File: src/hw/sadc_pkg.sv
package sadc_pkg;
   // Register byte offsets on APB
   localparam logic [11:0] CTRL0_OFS = 12'h000;
   localparam logic [11:0] CTRL1_OFS = 12'h004;
   localparam logic [11:0] RESH_OFS = 12'h008;
   localparam logic [11:0] RESL_OFS = 12'h00c;
   localparam logic [11:0] FLAG_OFS = 12'h010;
   localparam logic [11:0] IEN_OFS = 12'h014;
   localparam logic [11:0] SYS_OFS = 12'h018;
   // Control 0 fields
   localparam int CHS_LSB = 2;
   localparam int CHS_W = 5;
   localparam int GO_BIT = 1;
   localparam int ON_BIT = 0;
   // Control 1 fields, then flag, interrupt enable and sleep bits and result width
   localparam int ALIGN_BIT = 7;
   localparam int CKS_LSB = 4;
   localparam int NREF_BIT = 2;
   localparam int PREF_LSB = 0;
   localparam int FLAG_BIT = 0;
   localparam int IEN_BIT = 0;
   localparam int SLEEP_BIT = 0;
   localparam int RES_BITS = 10;
   // Conversion: one setup bit period plus ten bit periods (11 in total)
   localparam int SETUP_TAD = 1;
   // Bit-period clock choices
   localparam logic [2:0] CKS_DIV2 = 3'h0;
   localparam logic [2:0] CKS_DIV4 = 3'h4;
   localparam logic [2:0] CKS_DIV8 = 3'h1;
   localparam logic [2:0] CKS_DIV16 = 3'h5;
   localparam logic [2:0] CKS_DIV32 = 3'h2;
   localparam logic [2:0] CKS_DIV64 = 3'h6;
   localparam logic [1:0] CKS_RC_LOW = 2'h3;
   // Positive reference choices
   localparam logic [1:0] PREF_VDD = 2'h0;
   localparam logic [1:0] PREF_PIN = 2'h2;
   localparam logic [1:0] PREF_FVR = 2'h3;
   localparam logic [31:0] RD_ZERO = 32'h0000_0000;
   typedef enum logic [1:0] {
      ST_IDLE = 2'b00,
      ST_SETUP = 2'b01,
      ST_CONV = 2'b10
   } sadc_state_t;
endpackage : sadc_pkg

File: src/hw/sadc_seq.sv
// Operation
// - Ten-bit result by successive approximation, stored in the result pair.
// - Channel select routes one analog source to the sample-and-hold input.
// - Positive reference: external pin, supply, or fixed 2.048V/4.096V.
// - Negative reference bit picks external pin or ground.
// - Clock select: divide by 2..64 codes, or x11 for the RC clock.
// - One bit period per result bit; whole conversion lasts 11.5 periods (the code takes 11: one setup plus ten).
// - Divided clock tracks system clock; RC clock does not.
// - Done flag sets at every conversion end regardless of enable.
// - Interrupt request raised only when the done interrupt is enabled.
// - Converter works in Sleep only with the RC clock selected.
// - Enabled done interrupt wakes the device from Sleep.
// - Align bit places result left or right justified.
// - Converter active only while enabled; off draws no current.
// - Writing one to go starts a conversion; not with the enable write.
// - On completion clear go, set flag, load result.
// - Clearing go mid-conversion stores partial result, filling with last bit.
//
// The APB interface to the registers and the register offsets were left to the implementer.
`timescale 1ns/10ps
module sadc_seq (
   input wire logic CORE_CLK, // System clock
   input wire logic ARST_N, // Asynchronous reset, active low
   input wire logic RC_TICK, // One-cycle tick per RC clock bit period
   input wire logic PSEL, // APB select
   input wire logic PENABLE, // APB access phase
   input wire logic PWRITE, // APB direction
   input wire logic [11:0] PADDR, // APB byte address
   input wire logic [31:0] PWDATA, // APB write data
   output logic [31:0] PRDATA, // APB read data
   output logic PREADY, // APB ready
   output logic PSLVERR, // APB error on unmapped address
   input wire logic CMP_IN, // Comparator: sample above DAC level
   output logic [4:0] CHANNEL_SEL, // Analog mux select
   output logic [1:0] POS_REF_SEL, // Positive reference select
   output logic NEG_REF_SEL, // Negative reference select
   output logic [9:0] DAC_CODE, // Trial code to the capacitor DAC
   output logic SAMPLE_HOLD, // High while the input is held
   output logic ANALOG_EN, // Analog bias enable
   output logic CONV_DONE_IRQ, // Interrupt request level
   output logic WAKE_REQ // Wake request while sleeping
);
   typedef struct packed {
      logic [4:0] channel_sel;
      logic go;
      logic on;
      logic align;
      logic [2:0] cks;
      logic nref;
      logic [1:0] pref;
      logic flag;
      logic ien;
      logic sleep;
      logic [9:0] result;
      logic [9:0] trial;
      logic [3:0] bit_idx;
      logic last_bit;
      logic [5:0] div_cnt;
      sadc_pkg::sadc_state_t st;
      logic [31:0] rdata;
   } sadc_regs_t;

   sadc_regs_t s_q;
   sadc_regs_t s_d;
   logic wr;
   logic rd;
   logic mapped;
   logic tad_tick;
   logic use_rc;
   logic run_ok;
   logic [5:0] div_last;
   logic [15:0] res_pair;

   assign wr = PSEL && PENABLE && PWRITE;
   // Read data is captured in the setup phase so it stands in the access phase
   assign rd = PSEL && !PENABLE && !PWRITE;
   assign mapped = PADDR inside {sadc_pkg::CTRL0_OFS, sadc_pkg::CTRL1_OFS,
      sadc_pkg::RESH_OFS, sadc_pkg::RESL_OFS, sadc_pkg::FLAG_OFS,
      sadc_pkg::IEN_OFS, sadc_pkg::SYS_OFS};
   assign use_rc = s_q.cks[1:0] == sadc_pkg::CKS_RC_LOW;
   // Outside Sleep any clock may run; in Sleep only the RC clock keeps going
   assign run_ok = s_q.on && (!s_q.sleep || use_rc);

   always_comb begin
      case (s_q.cks)
         sadc_pkg::CKS_DIV2: div_last = 6'd1;
         sadc_pkg::CKS_DIV4: div_last = 6'd3;
         sadc_pkg::CKS_DIV8: div_last = 6'd7;
         sadc_pkg::CKS_DIV16: div_last = 6'd15;
         sadc_pkg::CKS_DIV32: div_last = 6'd31;
         sadc_pkg::CKS_DIV64: div_last = 6'd63;
         default: div_last = 6'd0;
      endcase
   end
   // Divided periods scale with CORE_CLK, RC periods follow RC_TICK only
   assign tad_tick = use_rc ? RC_TICK : (s_q.div_cnt == div_last);

   always_comb begin
      // Justification is applied on read so a later flip reformats the result
      if (s_q.align) begin
         res_pair = {6'h00, s_q.result};
      end else begin
         res_pair = {s_q.result, 6'h00};
      end
   end

   always_comb begin
      s_d = s_q;
      s_d.rdata = sadc_pkg::RD_ZERO;
      if (s_q.st == sadc_pkg::ST_IDLE || use_rc || s_q.div_cnt == div_last) begin
         s_d.div_cnt = 6'd0;
      end else begin
         s_d.div_cnt = s_q.div_cnt + 6'd1;
      end
      if (rd) begin
         case (PADDR)
            sadc_pkg::CTRL0_OFS: s_d.rdata = {24'h0, 1'b0, s_q.channel_sel,
               s_q.go, s_q.on};
            sadc_pkg::CTRL1_OFS: s_d.rdata = {24'h0, s_q.align, s_q.cks,
               1'b0, s_q.nref, s_q.pref};
            sadc_pkg::RESH_OFS: s_d.rdata = {24'h0, res_pair[15:8]};
            sadc_pkg::RESL_OFS: s_d.rdata = {24'h0, res_pair[7:0]};
            sadc_pkg::FLAG_OFS: s_d.rdata = {31'h0, s_q.flag};
            sadc_pkg::IEN_OFS: s_d.rdata = {31'h0, s_q.ien};
            sadc_pkg::SYS_OFS: s_d.rdata = {31'h0, s_q.sleep};
            default: s_d.rdata = sadc_pkg::RD_ZERO;
         endcase
      end
      if (wr) begin
         case (PADDR)
            sadc_pkg::CTRL0_OFS: begin
               s_d.channel_sel = PWDATA[sadc_pkg::CHS_LSB +: sadc_pkg::CHS_W];
               s_d.on = PWDATA[sadc_pkg::ON_BIT];
               // Go is only honoured if the converter was already on
               s_d.go = PWDATA[sadc_pkg::GO_BIT] && s_q.on;
            end
            sadc_pkg::CTRL1_OFS: begin
               s_d.align = PWDATA[sadc_pkg::ALIGN_BIT];
               s_d.cks = PWDATA[sadc_pkg::CKS_LSB +: 3];
               s_d.nref = PWDATA[sadc_pkg::NREF_BIT];
               s_d.pref = PWDATA[sadc_pkg::PREF_LSB +: 2];
            end
            sadc_pkg::FLAG_OFS: begin
               s_d.flag = PWDATA[sadc_pkg::FLAG_BIT];
            end
            sadc_pkg::IEN_OFS: s_d.ien = PWDATA[sadc_pkg::IEN_BIT];
            sadc_pkg::SYS_OFS: s_d.sleep = PWDATA[sadc_pkg::SLEEP_BIT];
            default: s_d.channel_sel = s_q.channel_sel;
         endcase
      end
      case (s_q.st)
         sadc_pkg::ST_IDLE: begin
            if (s_q.go && run_ok) begin
               s_d.st = sadc_pkg::ST_SETUP;
               s_d.trial = 10'h200;
               s_d.bit_idx = 4'd9;
            end
         end
         sadc_pkg::ST_SETUP: begin
            if (tad_tick) begin
               s_d.st = sadc_pkg::ST_CONV;
            end
         end
         sadc_pkg::ST_CONV: begin
            if (tad_tick) begin
               s_d.trial[s_q.bit_idx] = CMP_IN;
               s_d.last_bit = CMP_IN;
               if (s_q.bit_idx == 4'd0) begin
                  s_d.st = sadc_pkg::ST_IDLE;
                  s_d.go = 1'b0;
                  s_d.flag = 1'b1;
                  s_d.result = {s_q.trial[9:1], CMP_IN};
               end else begin
                  s_d.bit_idx = s_q.bit_idx - 4'd1;
                  s_d.trial[s_q.bit_idx - 4'd1] = 1'b1;
               end
            end
         end
         default: s_d.st = sadc_pkg::ST_IDLE;
      endcase
      // Abort paths: software clearing go, or losing enable/clock in Sleep
      if (s_q.st != sadc_pkg::ST_IDLE && s_d.st != sadc_pkg::ST_IDLE &&
            (!s_d.go || !run_ok)) begin
         s_d.st = sadc_pkg::ST_IDLE;
         s_d.go = 1'b0;
         if (s_q.st == sadc_pkg::ST_CONV && s_q.bit_idx != 4'd9) begin
            for (int i = 0; i < sadc_pkg::RES_BITS; i++) begin
               if (i <= int'(s_q.bit_idx)) begin
                  s_d.result[i] = s_q.last_bit;
               end else begin
                  s_d.result[i] = s_q.trial[i];
               end
            end
         end
      end
   end

   always_ff @(posedge CORE_CLK or negedge ARST_N) begin
      if (!ARST_N) begin
         s_q <= '0;
      end else begin
         s_q <= s_d;
      end
   end

   assign PRDATA = s_q.rdata;
   assign PREADY = 1'b1;
   assign PSLVERR = PSEL && PENABLE && !mapped;
   assign CHANNEL_SEL = s_q.channel_sel;
   assign POS_REF_SEL = s_q.pref;
   assign NEG_REF_SEL = s_q.nref;
   assign DAC_CODE = s_q.trial;
   assign SAMPLE_HOLD = s_q.st != sadc_pkg::ST_IDLE;
   assign ANALOG_EN = run_ok;
   assign CONV_DONE_IRQ = s_q.flag && s_q.ien;
   assign WAKE_REQ = s_q.sleep && s_q.flag && s_q.ien;
endmodule : sadc_seq

File: config.mk
export PLATFORM = sky130hd
export DESIGN_NAME = sadc_seq
export DESIGN_NICKNAME = d
export VERILOG_FILES = /design/src/hw/sadc_pkg.sv /design/src/hw/sadc_seq.sv
export SDC_FILE = /design/constraint.sdc
export NUM_CORES = 1
export LEC_CHECK = 0
export ABC_AREA = 1
export ABC_CLOCK_PERIOD_IN_PS = 2600
export BUFFER_PORTS_ARGS = -buffer_cell sky130_fd_sc_hd__buf_2
export CAP_MARGIN = 15
export CORE_MARGIN = 2
export CORE_UTILIZATION = 53
export DETAILED_ROUTE_END_ITERATION = 6
export PLACE_DENSITY = 0.84
export SLEW_MARGIN = 20
export SYNTH_ARGS = -nofsm -noshare
export SYNTH_HDL_FRONTEND = slang
export SYNTH_SLANG_ARGS = --single-unit
File: constraint.sdc
create_clock -name CORE_CLK -period 2.6 [get_ports CORE_CLK]
set_input_delay 0.26 -clock CORE_CLK [delete_from_list [all_inputs] [get_ports CORE_CLK]]
set_output_delay 0.26 -clock CORE_CLK [all_outputs]
set_load 0.01 [all_outputs]
==> impl_metrics.json, run 1 <==
{
  "max-vdd-ir-drop_mv": 0.274,
  "floorplan.initialDensity_pct": 54.3,
  "antenna_found_initial": 0,
  "grt_start_max_net_pins": 59,
  "crit_fanout": 16,
  "wire_per_inst_um": 12.8,
  "grt.total_usage_pct": 22.4,
  "core_area_mm2": 0.00718,
  "post_synth_edffs": 0,
  "worst_clock_skew_ns": 0.0100,
  "timing.fmax_mhz": 432,
  "finalHoldViolations": 0,
  "drtPass1Iterations": 7,
  "fin_crit_ns": 2.31,
  "post_synth_main_area_contributors": "dfrtp_1 37%, nand2_1 15%, buf_4 10%",
  "post-route-drc-count": 0,
  "timing.reg2reg.setup_slack_ns": 0.29,
  "gp_routability_congestion": 0.929,
  "n_antenna_cell": 0,
  "fin_ws_ns": 0.285,
  "io_buffer_count": 57,
  "min-delay-path-class": "primary input to asynchronous set/reset pin",
  "finalSetupViolCount": 0,
  "cap_violations": 0,
  "worst-endpoint-required_ns": 2.86,
  "tritoncts": "yes",
  "netlist.top_cell.by_area": "dfrtp_1",
  "cts_root_buffer": "clkbuf_8",
  "die_x_um": 89.8,
  "clk-insertion-delay-late_ns": 0.34,
  "syn_area_mm2": 0.00390,
  "postCtsSetupRepairBufs": 0,
  "wirelength_um": 8800,
  "ant_nets": 0,
  "num_vias": 3493,
  "boundaryPins": 107,
  "num-nets-final": 633,
  "detailed_place_hpwl_um": 6630,
  "crit_path_start_kind": "register",
  "hold_fix_buffer_count_after_cts": 0,
  "max_slew.worst_pin.slew_ns": 0.724,
  "standard_cell_area_after_detailed_placement_mm2": 0.00399,
  "seq_area_frac_synth_pct": 37.2,
  "initialDrtViolationCount": 162,
  "post-layout-total-power_mw": 1.78,
  "criticalPathCategory": "register to register",
  "ys_warn_count": 0,
  "syn_to_final_growth_pct": 7.29,
  "postSynth.asyncResetShare_pct": 100,
  "cts.path.max_buffers": 2,
  "synthMostInstantiatedCell": "nand2_1",
  "postSynthRegisterBits": 58,
  "cts_made_buffers": 9,
  "fillers": 671,
  "tritoncts_num_sinks": 58,
  "synth_commonest_cells": "159 x nand2_1, 60 x inv_1, 58 x dfrtp_1",
  "slew_headroom_pct": 51.7,
  "ctsHtreeMaxLevel": 3,
  "synthDistinctLibCells": 40,
  "final_design_area_no_fill_mm2": 0.00418,
  "final_report_max_slew_violation_count": 0,
  "cts_resized": 0,
  "global_route_wire_length_before_repair_um": 14700,
  "grt_setup_unrepaired": "false",
  "capturing_element_type_of_the_critical_path": "register",
  "clk_pin_slew_worst_paths_ns": 0.07,
  "grt_overflow_total": 0,
  "drive_above_1_share_pct": 18.3,
  "power.density_mw_per_mm2": 426,
  "worst-endpoint-arrival_ns": 2.57,
  "floorplan.rows": 31,
  "ys.flop_type": "dfrtp_1",
  "power.leakage_nw": 2.26,
  "final_min_period_over_clock_period_pct": 89.0,
  "post-synth-top-area-fraction_pct": 37.2,
  "die-area_mm2": 0.00806,
  "post_synth.cell_area_avg_um2": 7.14,
  "chipHeight_um": 89.8,
  "setup_tns_ns": 0,
  "post_syn_instances": 546,
  "grt_pass1_vias": 3322,
  "routed_via_density": 5.10,
  "outcome": "finished clean",
  "place_ws_ns": 0.243
}
==> final cells by class <==
class / instances / area [um2] / area share, %
Tap cell: 99 / 124 / 2.96
Multi-Input combinational cell: 384 / 1840 / 44.0
Sequential cell: 58 / 1450 / 34.7
Clock inverter: 6 / 57.6 / 1.38
Clock buffer: 10 / 128 / 3.05
Timing Repair Buffer: 64 / 338 / 8.08
Inverter: 64 / 241 / 5.77
==> worst paths after layout <==
check / start / to / cells past startpoint
worst min register to register: CHANNEL_SEL[0] / CHANNEL_SEL[0] / 2
worst min-delay path: ARST_N / s_q[72] / 2
max in group asynchronous: ARST_N / s_q[76] / 2
worst max-delay path: s_q[72] / s_q[41] / 13
worst max register to register: s_q[72] / s_q[41] / 13
min in group CORE_CLK: PWDATA[3] / CHANNEL_SEL[1] / 2
==> stage by stage <==
stage,instances,hold slack [ns],util (%)
global placement,669,0.438,55.6
finish,685,0.0643,58.3
detailed placement,669,0.448,55.6
floorplan,569,-0.0356,-
CTS,685,0.0778,58.2
global route,685,0.130,58.3
==> cells by family (layout without fill, tap and decap cells) <==
family	count (synthesis)	in the layout	synth area share, %
AOI/OAI and AO/OA	80	80	12.2
xor gates and xnor gates	2	2	0.450
adders and majority gates	1	1	0.321
buffers and inverters	127	144	17.8
DFF	58	58	37.2
muxes	6	6	1.64
other	2	25	0.193
and+or+nand+nor	270	270	30.1
==> layout by cell type, fill, tap and decap left out, drive strengths merged <==
cell / count
a21oi: 14
mux2: 3
clkinvlp: 1
conb: 25
nor2: 60
clkbuf: 10
ha: 1
or2: 1
nor3: 5
nand2: 166
a41oi: 1
nand3: 29
a21o: 1
o22ai: 14
nor3b: 2
bufinv: 1
a22oi: 1
a221oi: 3
dfrtp: 58
o211ai: 9
o21ai: 33
mux2i: 3
a31oi: 1
inv: 62
xor2: 2
clkinv: 6
buf: 64
nand4: 6
a211oi: 3
nand3b: 1
==> state kept, by name (all words and copies together) (netlist names) <==
signal,count
DAC_CODE,10
NEG_REF_SEL,1
POS_REF_SEL,2
PRDATA,8
s_q,32
CHANNEL_SEL,5
==> metal layers <==
layer	part of all wire (%)	vias to the layer above	global-route usage [%]
li1	-	1752	-
met1	43	1599	26.7
met2	48	124	37.5
met3	5.9	18	5.78
met4	3.1	0	11.7
met5	0	-	0
==> worst max-delay path, stage by stage, from the launching register on <==
cell	delay, ns
dfrtp_1	0.57
inv_2	0.10
nand2_1	0.15
nand3_2	0.10
nand2_1	0.07
nand2_1	0.05
nor2_2	0.11
nand3_2	0.12
nand2_4	0.18
nand2_1	0.10
buf_4	0.20
a21oi_2	0.26
o21ai_0	0.14
o21ai_0	0.09
==> power by group <==
part	internal, mW	total, mW	switching (mW)
clock	0.435	0.797	0.362
sequential	0.903	0.903	0.000381
combinational	0.0217	0.0790	0.0573
total	1.36	1.78	0.420
Power figures use the tool's default switching activity.
==> run 2: changes to the inputs <==
==> constraint.sdc (replaced) <==
create_clock -name CORE_CLK -period 2.6 [get_ports CORE_CLK]
set_input_delay 0 -clock CORE_CLK [delete_from_list [all_inputs] [get_ports CORE_CLK]]
set_output_delay 0 -clock CORE_CLK [all_outputs]
set_load 0.01 [all_outputs]
==> run 2 against run 1 <==
Utilization rose by 1.4 points. Clock power up 18%. Critical path depth up 1. Clock skew shrank 0.0023 ns. Final area increased by 2.5%. Critical path type unchanged. Largest cell class unchanged. Largest power group is now clock. Highest routed layer unchanged.
==> impl_metrics.json, run 2 (synthesis gave the netlist of run 1 again) <==
{
  "outcome": "finished clean",
  "floorplan.rows": 31,
  "io_buffer_count": 57,
  "initialDrtViolationCount": 223,
  "cp_cell_sequence": "inv_2, nand2_1, nand3b_1, nand2_1, nand2_1, nor2_2, nand3_2, nand2_4, nand2_4, nand3_2, nand2_2, nor2_2, nand2_1, nand2_1",
  "power.density_mw_per_mm2": 451,
  "die_x_um": 89.8,
  "criticalPathCategory": "register to register",
  "netSwitchingPower_mw": 0.436,
  "timing.fmax_mhz": 426,
  "syn_to_final_growth_pct": 9.95,
  "setup_tns_ns": 0,
  "drive_above_1_share_pct": 17.7,
  "cap_violations": 0,
  "sequentialPowerShare_pct": 46.8,
  "slew_headroom_pct": 55.3,
  "finalHoldViolations": 0,
  "cts_root_buffer": "clkbuf_8",
  "tritoncts": "yes",
  "fillers": 639,
  "routed_via_density": 5.05,
  "largest_reg_flops": 32,
  "layout_commonest_cell": "nand2_1",
  "power_switching_share_pct": 22.6,
  "power.leakage_nw": 2.30,
  "finalSetupViolCount": 0,
  "antenna_found_initial": 0,
  "grt_start_max_net_pins": 37,
  "cp_common_cell": "nand2_1",
  "worst-endpoint-arrival_ns": 2.64,
  "final_min_period_over_clock_period_pct": 90.2,
  "worst_clock_skew_ns": 0.00776,
  "tritoncts_num_sinks": 58,
  "wire_per_inst_um": 12.7,
  "max_slew.worst_pin.slew_ns": 0.665,
  "power.share.clock_pct": 48.7,
  "capturing_element_type_of_the_critical_path": "register",
  "gp_routability_congestion": 0.924,
  "cell_internal_pwr_mw": 1.49,
  "post-route-drc-count": 0,
  "cpMaxStageDelayCell": "dfrtp_1",
  "grt_setup_unrepaired": "false",
  "ctsHtreeMaxLevel": 3,
  "drtPass1Iterations": 5,
  "combPwrFrac_pct": 4.5,
  "final_design_area_no_fill_mm2": 0.00429,
  "floorplan.initialDensity_pct": 54.3,
  "postCtsSetupRepairBufs": 0,
  "num-nets-final": 640,
  "die-area_mm2": 0.00806,
  "worst-endpoint-required_ns": 2.89,
  "n_antenna_cell": 0,
  "num_vias": 3496,
  "standard_cell_area_after_detailed_placement_mm2": 0.00398,
  "grt_pass1_vias": 3274,
  "clk_pin_slew_worst_paths_ns": 0.07,
  "grt_overflow_total": 0,
  "final_report_max_slew_violation_count": 0,
  "worst_path_largest_cell_delay_ns": 0.58,
  "max-vdd-ir-drop_mv": 0.309,
  "wirelength_um": 8790,
  "min-delay-path-class": "primary input to register",
  "core_area_mm2": 0.00718,
  "crit_fanout": 16,
  "cts_made_buffers": 9,
  "mostFrequentLayoutCells": "159 x nand2_1, 60 x inv_1, 58 x dfrtp_1",
  "global_route_wire_length_before_repair_um": 15000,
  "chipHeight_um": 89.8,
  "cts.path.max_buffers": 2,
  "crit_path_start_kind": "register",
  "hold-worst-slack_ns": 0.0192,
  "boundaryPins": 107,
  "fin_crit_ns": 2.35,
  "grt.total_usage_pct": 22.9,
  "detailed_place_hpwl_um": 6550,
  "clk-insertion-delay-late_ns": 0.35,
  "max_flop_register": "s_q",
  "ant_nets": 0
}
==> run 2: power groups by stage <==
stage	clock, mW	sequential [mW]	combinational, mW
after floorplan	0	0.920	0.0618
after global placement	0	0.920	0.0754
after detailed placement	0	0.920	0.0766
after CTS	0.951	0.903	0.0869
after global routing	0.995	0.902	0.0992
final	0.941	0.903	0.0870
==> run 2: worst paths after layout <==
| kind | slack [ns] | end | start | cells after the start |
|---|---|---|---|---|
| max | 0.25 | s_q[62] | s_q[72] | 14 |
| min | 0.02 | s_q[40] | CMP_IN | 3 |
| max reg2reg | 0.25 | s_q[62] | s_q[72] | 14 |
| min reg2reg | 0.52 | CHANNEL_SEL[0] | CHANNEL_SEL[0] | 2 |
| max in group asynchronous | 1.60 | s_q[62] | ARST_N | 3 |
| min in group asynchronous | 0.17 | DAC_CODE[9] | ARST_N | 2 |
==> run 2: through the flow <==
stage,cells,util [%],worst slack [ns],total power [mW]
after floorplan,569,-,0.800,0.982
after global placement,667,55.4,0.366,0.995
after detailed placement,667,55.4,0.276,0.996
after CTS,692,59.7,0.250,1.94
after global routing,692,59.7,0.0576,2.00
final,692,59.7,0.254,1.93
==> run 2: worst max-delay path: cells and delay by family (launching register included) <==
kind	cells	cell delay (ns)
buf+inv	1	0.10
flops	1	0.58
simple gates	13	1.60
==> run 2: layout make-up <==
class                           count  area (um2)  share of cell area (%)
Inverter                           64         241                    5.64
Timing Repair Buffer               71         413                    9.64
Clock inverter                      5        77.6                    1.81
Clock buffer                       11         141                    3.30
Tap cell                           99         124                    2.89
Sequential cell                    58        1450                    33.9
Multi-Input combinational cell    384        1840                    42.9
==> run 2: timing repair <==
action,4_1_cts,5_1_grt
hold buffers,9,0
gates resized for setup,0,0
hold endpoints to repair,35,0
==> run 2: metal layers <==
layer / share of wire, % / track usage (%) / vias up
met2: 48 / 38.4 / 121
met4: 2.8 / 12.2 / 0
met1: 43 / 27.5 / 1583
met3: 5.5 / 5.20 / 19
li1: - / - / 1773
met5: 0 / 0 / -
